## src/include/tfem_map.vh

```
// Summary of operation
// RULE_01: software points the statistics source at the generator that drives the camera trigger.
// RULE_02: software starts acquisition before enabling triggers, or early pulses are lost.
// RULE_03: the frame-response-lost flag stays set until its clear command returns it to no.
// RULE_04: each input trigger dropped for exceeding the max output rate raises one lost event.
// RULE_05: with the trigger queue enabled, a lost event is raised only when the queue is full.
// RULE_06: in internal generator mode no lost-trigger event is ever raised.
// RULE_07: every event carries a timestamp and no other payload.
// RULE_08: every output trigger pulse without a frame response raises a frame-missed event.
// RULE_09: with proper setup exactly one frame-missed event is raised per lost frame.
// RULE_10: a read-write selector picks one of generators 0 to 3 for the output event, reset 0.
// RULE_11: an output pulse event is raised at the start of every pulse of the selected generator.
// RULE_12: the lost flag sets when two trigger starts pass with no valid frame between them.
// RULE_13: the rate overrun flag is sticky, unchanged by reads, reset only by its clear command.
// RULE_14: a read-only 16-bit counter counts pulses of the statistics source; a command clears it.
// RULE_15: each event is a one-cycle strobe with a timestamp captured on the same edge.
`ifndef TFEM_MAP_VH
`define TFEM_MAP_VH
`define TFEM_OFS_CTRL 8'h00
`define TFEM_OFS_STATUS 8'h04
`define TFEM_OFS_CMD 8'h08
`define TFEM_OFS_COUNT 8'h0c
`define TFEM_OFS_IRQ_STAT 8'h10
`define TFEM_OFS_IRQ_MASK 8'h14
`define TFEM_OFS_TSTAMP 8'h18
`define TFEM_CTRL_STATS_LSB 0
`define TFEM_CTRL_EVSEL_LSB 2
`define TFEM_CTRL_QUEUE_EN 4
`define TFEM_CTRL_GEN_MODE 5
`define TFEM_ST_LOST 0
`define TFEM_ST_OVERRUN 1
`define TFEM_CMD_CLR_LOST 0
`define TFEM_CMD_CLR_OVERRUN 1
`define TFEM_CMD_CLR_COUNT 2
`define TFEM_EV_TRIG_LOST 0
`define TFEM_EV_FRAME_MISSED 1
`define TFEM_EV_OUT_PULSE 2
`define TFEM_SEL_RESET 2'h0
`define TFEM_CTRL_RESET 6'h00
`define TFEM_MASK_RESET 3'h0
`endif

```

## src/logic/tfem_top.v

```verilog
`include "tfem_map.vh"
`default_nettype none
module tfem_top #(
   parameter TS_W = 32,
   parameter CNT_W = 16
) (
   input wire hclk,
   input wire hresetn,
   input wire hsel,
   input wire [31:0] haddr,
   input wire [1:0] htrans,
   input wire hwrite,
   input wire [2:0] hsize,
   input wire [31:0] hwdata,
   input wire hready,
   output reg [31:0] hrdata,
   output wire hreadyout,
   output wire hresp,
   input wire [3:0] pulse_gen_level,
   input wire frame_valid,
   input wire trigger_in_drop,
   input wire queue_full_drop,
   output reg input_rate_lost_event,
   output reg frame_missed_event,
   output reg output_pulse_event,
   output reg [TS_W-1:0] event_timestamp,
   output wire irq
);
   // ****************************************
   // pin synchronisation and edges
   // ****************************************
   wire [6:0] pins_s;
   wire [6:0] pins_rise;
   tfem_sync #(.W(7)) u_sync (
      .hclk(hclk),
      .hresetn(hresetn),
      .d({queue_full_drop, trigger_in_drop, frame_valid, pulse_gen_level}),
      .q(pins_s)
   );
   tfem_edge #(.W(7)) u_edge (
      .hclk(hclk),
      .hresetn(hresetn),
      .lvl(pins_s),
      .rise(pins_rise)
   );
   wire [3:0] gen_start = pins_rise[3:0];
   wire frame_start = pins_rise[4];
   wire drop_rate = pins_rise[5];
   wire drop_queue = pins_rise[6];

   // ****************************************
   // registers
   // ****************************************
   reg [5:0] ctrl_r;
   reg lost_flag_r;
   reg overrun_r;
   reg [CNT_W-1:0] count_r;
   reg [2:0] irq_stat_r;
   reg [2:0] irq_mask_r;
   reg [TS_W-1:0] tstamp_r;
   reg armed_r;
   reg frame_seen_r;

   wire [1:0] stats_source_select = ctrl_r[`TFEM_CTRL_STATS_LSB+1:`TFEM_CTRL_STATS_LSB];
   wire [1:0] output_event_source_select = ctrl_r[`TFEM_CTRL_EVSEL_LSB+1:`TFEM_CTRL_EVSEL_LSB];
   wire queue_en = ctrl_r[`TFEM_CTRL_QUEUE_EN];
   wire gen_mode = ctrl_r[`TFEM_CTRL_GEN_MODE];

   function pick;
      input [3:0] v;
      input [1:0] s;
      begin
         pick = v[s];
      end
   endfunction

   wire stats_start = pick(gen_start, stats_source_select);
   wire out_start = pick(gen_start, output_event_source_select);

   // ****************************************
   // ahb-lite slave
   // ****************************************
   reg ph_wr_r;
   reg ph_rd_r;
   reg [7:0] ph_addr_r;
   wire take = hsel & hready & htrans[1];
   // zero wait states, always okay
   assign hreadyout = 1'b1;
   assign hresp = 1'b0;

   always @(posedge hclk or negedge hresetn) begin
      if (!hresetn) begin
         ph_wr_r <= 1'b0;
         ph_rd_r <= 1'b0;
         ph_addr_r <= 8'h00;
      end else begin
         ph_wr_r <= take & hwrite;
         ph_rd_r <= take & ~hwrite;
         ph_addr_r <= haddr[7:0];
      end
   end

   wire wr_ctrl = ph_wr_r && (ph_addr_r == `TFEM_OFS_CTRL);
   wire wr_cmd = ph_wr_r && (ph_addr_r == `TFEM_OFS_CMD);
   wire wr_mask = ph_wr_r && (ph_addr_r == `TFEM_OFS_IRQ_MASK);
   wire rd_istat = take && !hwrite && (haddr[7:0] == `TFEM_OFS_IRQ_STAT);
   wire clr_lost = wr_cmd & hwdata[`TFEM_CMD_CLR_LOST];
   wire clr_over = wr_cmd & hwdata[`TFEM_CMD_CLR_OVERRUN];
   wire clr_cnt = wr_cmd & hwdata[`TFEM_CMD_CLR_COUNT];

   // read data registered at address phase, so it stands in the data phase
   always @(posedge hclk or negedge hresetn) begin
      if (!hresetn) begin
         hrdata <= 32'h0000_0000;
      end else if (take && !hwrite) begin
         case (haddr[7:0])
            `TFEM_OFS_CTRL: hrdata <= {26'h0, ctrl_r};
            `TFEM_OFS_STATUS: hrdata <= {30'h0, overrun_r, lost_flag_r};
            `TFEM_OFS_COUNT: hrdata <= {{(32-CNT_W){1'b0}}, count_r}; // see RULE_14
            `TFEM_OFS_IRQ_STAT: hrdata <= {29'h0, irq_stat_r};
            `TFEM_OFS_IRQ_MASK: hrdata <= {29'h0, irq_mask_r};
            `TFEM_OFS_TSTAMP: hrdata <= tstamp_r[31:0];
            default: hrdata <= 32'h0000_0000;
         endcase
      end
   end

   always @(posedge hclk or negedge hresetn) begin
      if (!hresetn) begin
         ctrl_r <= `TFEM_CTRL_RESET; // see RULE_10
         irq_mask_r <= `TFEM_MASK_RESET;
      end else begin
         if (wr_ctrl) begin
            ctrl_r <= hwdata[5:0]; // see RULE_10
         end
         if (wr_mask) begin
            irq_mask_r <= hwdata[2:0];
         end
      end
   end

   // ****************************************
   // detection
   // ****************************************
   // not for very fast cameras: latency may push a frame past the next trigger
   wire missed = stats_start & armed_r & ~frame_seen_r & ~frame_start; // see RULE_12
   // drops come from the trigger stage; queue mode counts only overflow drops
   // generator mode never reports a lost trigger; see RULE_06
   wire rate_drop = gen_mode ? 1'b0 : (queue_en ? drop_queue : drop_rate); // see RULE_05

   always @(posedge hclk or negedge hresetn) begin
      if (!hresetn) begin
         armed_r <= 1'b0;
         frame_seen_r <= 1'b0;
         lost_flag_r <= 1'b0;
         overrun_r <= 1'b0;
         count_r <= {CNT_W{1'b0}};
      end else begin
         if (stats_start) begin
            armed_r <= 1'b1;
            frame_seen_r <= 1'b0;
         end else if (frame_start) begin
            frame_seen_r <= 1'b1;
         end
         // set wins over clear for both flags; the count clear wins over an increment
         if (missed) begin
            lost_flag_r <= 1'b1; // see RULE_03
         end else if (clr_lost) begin
            lost_flag_r <= 1'b0; // see RULE_03
         end
         if (rate_drop) begin
            overrun_r <= 1'b1; // see RULE_13
         end else if (clr_over) begin
            overrun_r <= 1'b0; // see RULE_13
         end
         if (clr_cnt) begin
            count_r <= {CNT_W{1'b0}}; // see RULE_14
         end else if (stats_start) begin
            count_r <= count_r + {{(CNT_W-1){1'b0}}, 1'b1}; // see RULE_14
         end
      end
   end

   // ****************************************
   // events and interrupt
   // ****************************************
   wire [2:0] ev_now = {out_start, missed, rate_drop};

   always @(posedge hclk or negedge hresetn) begin
      if (!hresetn) begin
         tstamp_r <= {TS_W{1'b0}};
         event_timestamp <= {TS_W{1'b0}};
         input_rate_lost_event <= 1'b0;
         frame_missed_event <= 1'b0;
         output_pulse_event <= 1'b0;
         irq_stat_r <= 3'h0;
      end else begin
         tstamp_r <= tstamp_r + {{(TS_W-1){1'b0}}, 1'b1};
         input_rate_lost_event <= rate_drop; // see RULE_04
         frame_missed_event <= missed; // see RULE_08, see RULE_09
         output_pulse_event <= out_start; // see RULE_11
         if (|ev_now) begin // see RULE_07
            event_timestamp <= tstamp_r; // see RULE_15
         end
         // new events win over the read clear
         irq_stat_r <= (rd_istat ? 3'h0 : irq_stat_r) | ev_now; // see RULE_09
      end
   end

   assign irq = |(irq_stat_r & irq_mask_r);
endmodule
`default_nettype wire

```

## src/logic/tfem_sync.v

```verilog
`default_nettype none
module tfem_sync #(
   parameter W = 4
) (
   input wire hclk,
   input wire hresetn,
   input wire [W-1:0] d,
   output reg [W-1:0] q
);
   reg [W-1:0] meta_r;
   // first stage is read only by the second
   always @(posedge hclk or negedge hresetn) begin
      if (!hresetn) begin
         meta_r <= {W{1'b0}};
         q <= {W{1'b0}};
      end else begin
         meta_r <= d;
         q <= meta_r;
      end
   end
endmodule
`default_nettype wire

```

## src/logic/tfem_edge.v

```verilog
`default_nettype none
module tfem_edge #(
   parameter W = 4
) (
   input wire hclk,
   input wire hresetn,
   input wire [W-1:0] lvl,
   output wire [W-1:0] rise
);
   reg [W-1:0] prev_r;
   always @(posedge hclk or negedge hresetn) begin
      if (!hresetn) begin
         prev_r <= {W{1'b0}};
      end else begin
         prev_r <= lvl;
      end
   end
   assign rise = lvl & ~prev_r;
endmodule
`default_nettype wire

```

## config.mk

```make
export PLATFORM = sky130hd
export DESIGN_NAME = tfem_top
export DESIGN_NICKNAME = d
export VERILOG_FILES = /design/src/logic/tfem_top.v /design/src/logic/tfem_sync.v /design/src/logic/tfem_edge.v
export VERILOG_INCLUDE_DIRS = /design/src /design/src/include
export SDC_FILE = /design/constraint.sdc
export NUM_CORES = 1
export LEC_CHECK = 0
export BUFFER_PORTS_ARGS = -buffer_cell sky130_fd_sc_hd__buf_2
export CAP_MARGIN = 20
export CORE_ASPECT_RATIO = 1.4
export CORE_UTILIZATION = 49
export DETAILED_ROUTE_END_ITERATION = 7
export PLACE_DENSITY = 0.76
export SLEW_MARGIN = 25
export SYNTH_ARGS = -nofsm -noshare
export SYNTH_HDL_FRONTEND = slang
export SYNTH_SLANG_ARGS = --single-unit
```

## constraint.sdc

```tcl
create_clock -name hclk -period 1.96 [get_ports hclk]
set_clock_uncertainty 0.05 [all_clocks]
set_input_delay 0.392 -clock hclk [delete_from_list [all_inputs] [get_ports hclk]]
set_output_delay 0.392 -clock hclk [all_outputs]
set_load 0.02 [all_outputs]
```

* Word-level counts from Yosys, hierarchy flattened *
Index checks and enable logic that the tools add are counted.
W data, S select, Z words.

cells by class
  reduce and logical (&&, ||, !) cells = 14
  equal/unequal tests = 7
  mux-type cells = 16
  bitwise operators = 15
  add/subtract/negate cells = 2
  $lt $le $gt $ge = 2

operators with widths
  cell                     count
  $pmux W32 S6             1
  $add A32 B1 Y32 const B  1
  $eq A8 B5 Y1 const B     4
  $mux W16                 2
  $add A16 B1 Y16 const B  1
  $eq A8 B4 Y1 const B     2
  $logic_not A8 Y1         2
  $mux W1                  10
  $and A1 B1 Y1            9
  $eq A8 B3 Y1 const B     1
  $reduce_bool A2 Y1       4
  $and A7 B7 Y7            1
  $not A7 Y7               1
  $lt A2 B3 Y1 const B     2
  $reduce_or A3 Y1         2
  $logic_and A1 B1 Y1      5
  $bmux W1 S2              2
  $and A3 B3 Y3            1
  $mux W3                  1
  $or A3 B3 Y3             1
  $not A1 Y1               2
  $logic_not A1 Y1         1

storage, ports and cells
  bits of input ports = 81
  word-level logic and storage cells = 75
  output and inout port bits = 70
  bits in registers = 161

* Longest topological paths before layout *
  word-level depth = 8
  mapped depth = 6
  mapped depth without buffers = 4

* Hierarchy *
Synthesis repeated with hierarchy kept, for this count alone.

unflattened totals
  cells, all modules = 506
  area total of the unflattened synthesis = 6566.3 um2

modules (own cells, without submodules)
  module     times used  area each (um2)  cells an instance  sequential area each (um2)
  tfem_top   1           5944.5           478                3503.4
  tfem_sync  1           350.3            14                 350.3
  tfem_edge  1           271.5            14                 175.2

* Worst setup path after synthesis *
OpenSTA, ideal clock, no wires.

  path kind = reg2reg
  from = reg u_sync.q[3]
  to = reg event_timestamp[10]
  path slack = -0.191 ns
  library setup time = 0.125 ns
  cell stages (with the launch flop) = 6
  data required time = 1.785 ns
  arrival = 1.976 ns
  period minus slack after synthesis = 2.151 ns
  buffers on the path = 1
  cells stage by stage = dfrtp_1 > nor2b_1 > mux4_2 > a311oi_4 > buf_8 > mux2_4

on the way
  word-level cells in the longest chain between the ends = 7
  elaborated cells on any way between the ends = 9
  those cells by class = mux: 4; bitwise: 4; reduce/logical: 1

ends and longest elaborated chain
  what                           line            source
  start: declaration             tfem_sync.v:8   output reg [W-1:0] q
  start signal: assignment       tfem_sync.v:15  q <= {W{1'b0}};
  start signal: assignment       tfem_sync.v:18  q <= meta_r;
  $and A7 B7 Y7 (*)              tfem_edge.v:18  assign rise = lvl & ~prev_r;
  $bmux W1 S2                    tfem_top.v:73   pick = v[s];
  $mux W1 (implied by the code)  tfem_top.v:73
  $and A1 B1 Y1 (3 in series)    tfem_top.v:146  wire missed = stats_start & armed_r & ~frame_seen_r & ~frame_start;
  $reduce_or A3 Y1 (*)           tfem_top.v:202  if (|ev_now) begin
  end signal: assignment         tfem_top.v:192  event_timestamp <= {TS_W{1'b0}};
  end signal: assignment         tfem_top.v:203  event_timestamp <= tstamp_r;
  end: declaration               tfem_top.v:26   output reg [TS_W-1:0] event_timestamp,

Every way passes the cells marked *; elsewhere a longest branch is shown, timed or not. The select of a mux whose other input is x is not followed.
A chain may end at the register's enable or synchronous reset.

* Worst setup path in the final report *
  from = reg u_sync.q[3]
  to = reg event_timestamp[4]

Same word-level chain as after synthesis.

==> flow_metrics.py <==
metrics = {
    "critical_path": {
        "crit_cells": 6,
        "cp.arrival_ns": 2.45,
        "startpoint_type": "flip-flop",
        "cp_max_fo": 8,
        "rr_worst_depth": 6,
        "max_stage_delay_ns": 0.51,
        "crit_family": "multiplexers",
        "path_cells": "nor2b_4 > mux4_2 > a311oi_4 > buf_6 > clkbuf_16 > mux2_4",
        "crit_type": "reg2reg",
        "worstSetupEndpointType": "flip-flop",
        "critical_path_buf_inv_count": 2,
        "cpMaxStageDelayCell": "mux4_2",
        "worstPathRequired_ns": 2.22,
    },
    "power_and_ir_drop": {
        "p_seq_share_pct": 45.9,
        "clkPwrFrac_pct": 39.0,
        "static-leakage-power_nw": 4.11,
        "peakVddDrop_uv": 619,
        "p_per_area_mw_per_mm2": 976,
        "swShare_pct": 29.0,
        "p_switching_mw": 2.42,
        "p_comb_share_pct": 15.1,
        "internal_power_mw": 5.92,
    },
    "sta": {
        "tightest_slew_ns": 0.776,
        "hold_violations": 0,
        "relSlewSlack_pct": 48.1,
        "worst_slack_ns": -0.226,
        "rsz0062_at_grt": "true",
        "slew_violations": 0,
        "min_period_over_period_pct": 112,
        "max_freq_mhz": 457,
        "setup_violations": 45,
        "min_period_ns": 2.19,
    },
    "synth": {
        "syn_nets": 604,
        "synth_cells": 521,
        "yosysWarnings": 0,
        "ys_types": 48,
        "synth_edf_count": 0,
        "ys_ff_latch": 161,
        "avgSynthCellArea_sq_um": 12.9,
        "ys.flop_type": "dfrtp_1",
        "synthArstFlopShare_pct": 100,
        "synth_area_sq_mm": 0.00671,
        "synth-seq-area-share_pct": 60.0,
    },
    "job": {
        "cap_violations": 0,
    },
    "global_route": {
        "grt_overflow": 0,
        "busiest_layer": "met2",
        "grt_pass1_vias": 4934,
        "grt_use_met1_pct": 25.2,
        "grt_start_max_net_pins": 49,
        "use_met2_pct": 39.3,
        "grt_antenna_before_repair": 0,
        "use_met3_pct": 4.39,
        "gr-usage-all-layers_pct": 22.0,
        "grt_pass1_wl_microns": 24100,
    },
    "die": {
        "design.core.area_sq_mm": 0.0134,
        "die_width_microns": 101,
        "dieArea_sq_mm": 0.0142,
        "boundaryPins": 151,
        "initial_core_util_pct": 50.1,
        "rows": 50,
        "die_h_microns": 140,
    },
    "clock_network": {
        "clk_pin_slew_ns": 0.07,
        "cts_root_buf": "clkbuf_16",
        "clock_latency_ns": 0.42,
        "cts_buffer_depth": 2,
        "cts_buffers": 17,
        "h-tree-depth": 4,
        "cts_tree": "done",
        "clock_sinks": 161,
    },
    "finish": {
        "fillCellCount": 993,
        "drive_gt1_share_pct": 36.9,
        "syn_to_final_growth_pct": 27.4,
        "multiInputGateArea_sq_mm": 0.00268,
        "final_area_sq_mm": 0.00855,
        "regArea_sq_mm": 0.00403,
        "diodes": 0,
        "final_cells": 846,
        "fin_nets": 734,
    },
    "route": {
        "first_pass_iters": 5,
        "final_antenna_net_count": 0,
        "via_count": 4764,
        "wl_per_cell_microns": 18.5,
        "vias_per_cell": 5.63,
        "drc": 0,
        "drt-initial-drc-count": 328,
        "wirelength_microns": 15600,
    },
    "placement": {
        "place_hpwl_microns": 10100,
        "postPlaceCellArea_sq_mm": 0.00761,
        "globalplace.congestion": 0.821,
        "dp.cells": 804,
        "io_buffers": 94,
    },
    "outcome": {
        "outcome": "finished with violations",
        "violations": "negative setup slack",
    },
    "hold_path": {
        "holdPathStages": 1,
        "hold_class": "in2reg",
    },
}
[worst paths after layout]
kind,from,end,slack (ns)
max,u_sync.q[3],event_timestamp[4],-0.23
min,trigger_in_drop,u_sync.meta_r[5],0.02
max reg2reg,u_sync.q[3],event_timestamp[4],-0.23
min reg2reg,u_sync.meta_r[2],u_sync.q[2],0.30
max in group asynchronous,hresetn,u_sync.q[4],0.86
min in group asynchronous,hresetn,event_timestamp[27],0.42
[metal layers]
metal	routed length (microns)	vias up
met1	6120	2368
met5	0	-
met4	543	0
li1	-	2163
met2	8330	186
met3	637	47
[power by group through the flow]
| stage | logic [mW] | registers [mW] | clock network (mW) |
|---|---|---|---|
| 3_5_place_dp | 0.921 | 3.84 | 0 |
| 6_report | 1.26 | 3.83 | 3.26 |
| 5_1_grt | 1.35 | 3.86 | 3.43 |
| 4_1_cts | 0.978 | 3.78 | 3.29 |
| 2_1_floorplan | 0.611 | 3.80 | 0 |
| 3_3_place_gp | 0.864 | 3.81 | 0 |
[repair_timing]
action,CTS,global route
hold endpoints to repair,45,0
pin swaps,7,19
endpoints found under the setup margin,44,46
cloned,2,3
hold buffers,1,0
gates resized for setup,7,40
buffers inserted,1,4
[sequential cells by signal (all words and copies together), names as in the netlist, 6 cells and up]
name,count
u_sync.meta_r,7
u_sync.q,7
event_timestamp,32
ph_addr_r,8
tstamp_r,32
u_edge.prev_r,7
count_r,16
hrdata,32
ctrl_r,6
[cell usage in the layout (no fill, tap or decap), types with 4 or more instances in the layout]
| cell | instances |
|---|---|
| a21oi_1 | 7 |
| and3_1 | 7 |
| dfrtp_1 | 161 |
| a21oi_2 | 9 |
| o21ai_0 | 14 |
| o31ai_4 | 5 |
| mux2_4 | 32 |
| nand3_1 | 19 |
| nand4_1 | 9 |
| a22oi_1 | 13 |
| nor4_1 | 5 |
| buf_12 | 8 |
| a21o_1 | 4 |
| nor2b_1 | 6 |
| nor3_1 | 11 |
| xnor2_1 | 16 |
| or4_4 | 10 |
| and2_1 | 6 |
| xor2_1 | 15 |
| o2bb2ai_1 | 4 |
| buf_2 | 93 |
| a22o_1 | 19 |
| clkinv_4 | 5 |
| buf_4 | 28 |
| mux2_2 | 9 |
| buf_6 | 5 |
| and4_1 | 8 |
| clkbuf_16 | 19 |
| mux2i_1 | 7 |
| nand2b_1 | 4 |
| nand2_1 | 34 |
| nor2_1 | 11 |
| inv_1 | 9 |
| o31ai_2 | 4 |
[area by class of cell]
cell class | count | share of cell area [%]
Sequential cell | 161 | 47.1
Multi-Input combinational cell | 324 | 31.4
Timing Repair Buffer | 138 | 11.5
Tap cell | 182 | 2.66
Clock inverter | 13 | 1.77
Inverter | 9 | 0.395
Clock buffer | 19 | 5.18
[cells in the mapped netlist, types with 3 or more instances]
cell type,number,area share (%)
nor2_1,11,0.62
xor2_1,15,2.0
nand2b_1,4,0.37
mux2_2,11,1.8
mux2_4,30,6.7
and4_1,8,1.0
dfrtp_1,161,60
buf_2,4,0.30
o21ai_0,15,1.1
and3_1,7,0.65
a22o_1,19,2.5
nand3_1,19,1.4
a22oi_1,13,1.5
xnor2_1,16,2.1
nand2_1,34,1.9
mux2i_1,7,1.0
and2_1,6,0.56
nand4_1,9,0.84
o2bb2ai_1,4,0.52
buf_8,3,0.67
or4_1,13,1.5
nor4_1,5,0.47
nor2b_1,7,0.65
clkbuf_1,18,1.0
a21oi_1,17,1.3
nand3b_1,3,0.34
a21o_1,4,0.45
inv_1,9,0.50
nor3_1,11,0.82
o31ai_1,12,1.3
[kinds of logic (layout without fill, tap and decap cells)]
logic type | count (synthesis) | count (layout) | synth area share (%)
AOI/OAI and AO/OA | 93 | 93 | 10.0
xor gates and xnor gates | 31 | 31 | 4.05
adders and majority gates | 2 | 2 | 0.373
buffers and inverters | 36 | 179 | 2.70
DFF | 161 | 161 | 60.0
muxes | 51 | 51 | 10.7
other | 2 | 2 | 0.112
and+or+nand+nor | 145 | 145 | 12.1
[per-stage QoR]
step                setup WS (ns)  utilization, %  TNS (ns)  hold slack [ns]  power, mW
detailed placement         -0.218            56.8     -6.83            0.286       4.76
CTS                        -0.227            62.0     -7.26          0.00922       8.05
finish                     -0.226            63.9     -7.73           0.0191       8.34
global placement           -0.155            56.8     -4.11            0.282       4.68
floorplan                  -0.143               -     -4.33           0.0464       4.41
global route               -0.270            63.9     -9.90          0.00567       8.64
[worst reg2reg max path, delay by kind of cell (launching register included)]
family                 cells  cell delay, ns
DFF                        1            0.40
muxes                      2            0.82
AOI/OAI and AO/OA          1            0.33
and+or+nand+nor            1            0.13
buffers and inverters      2            0.35
(Power assumes the default switching activity.)
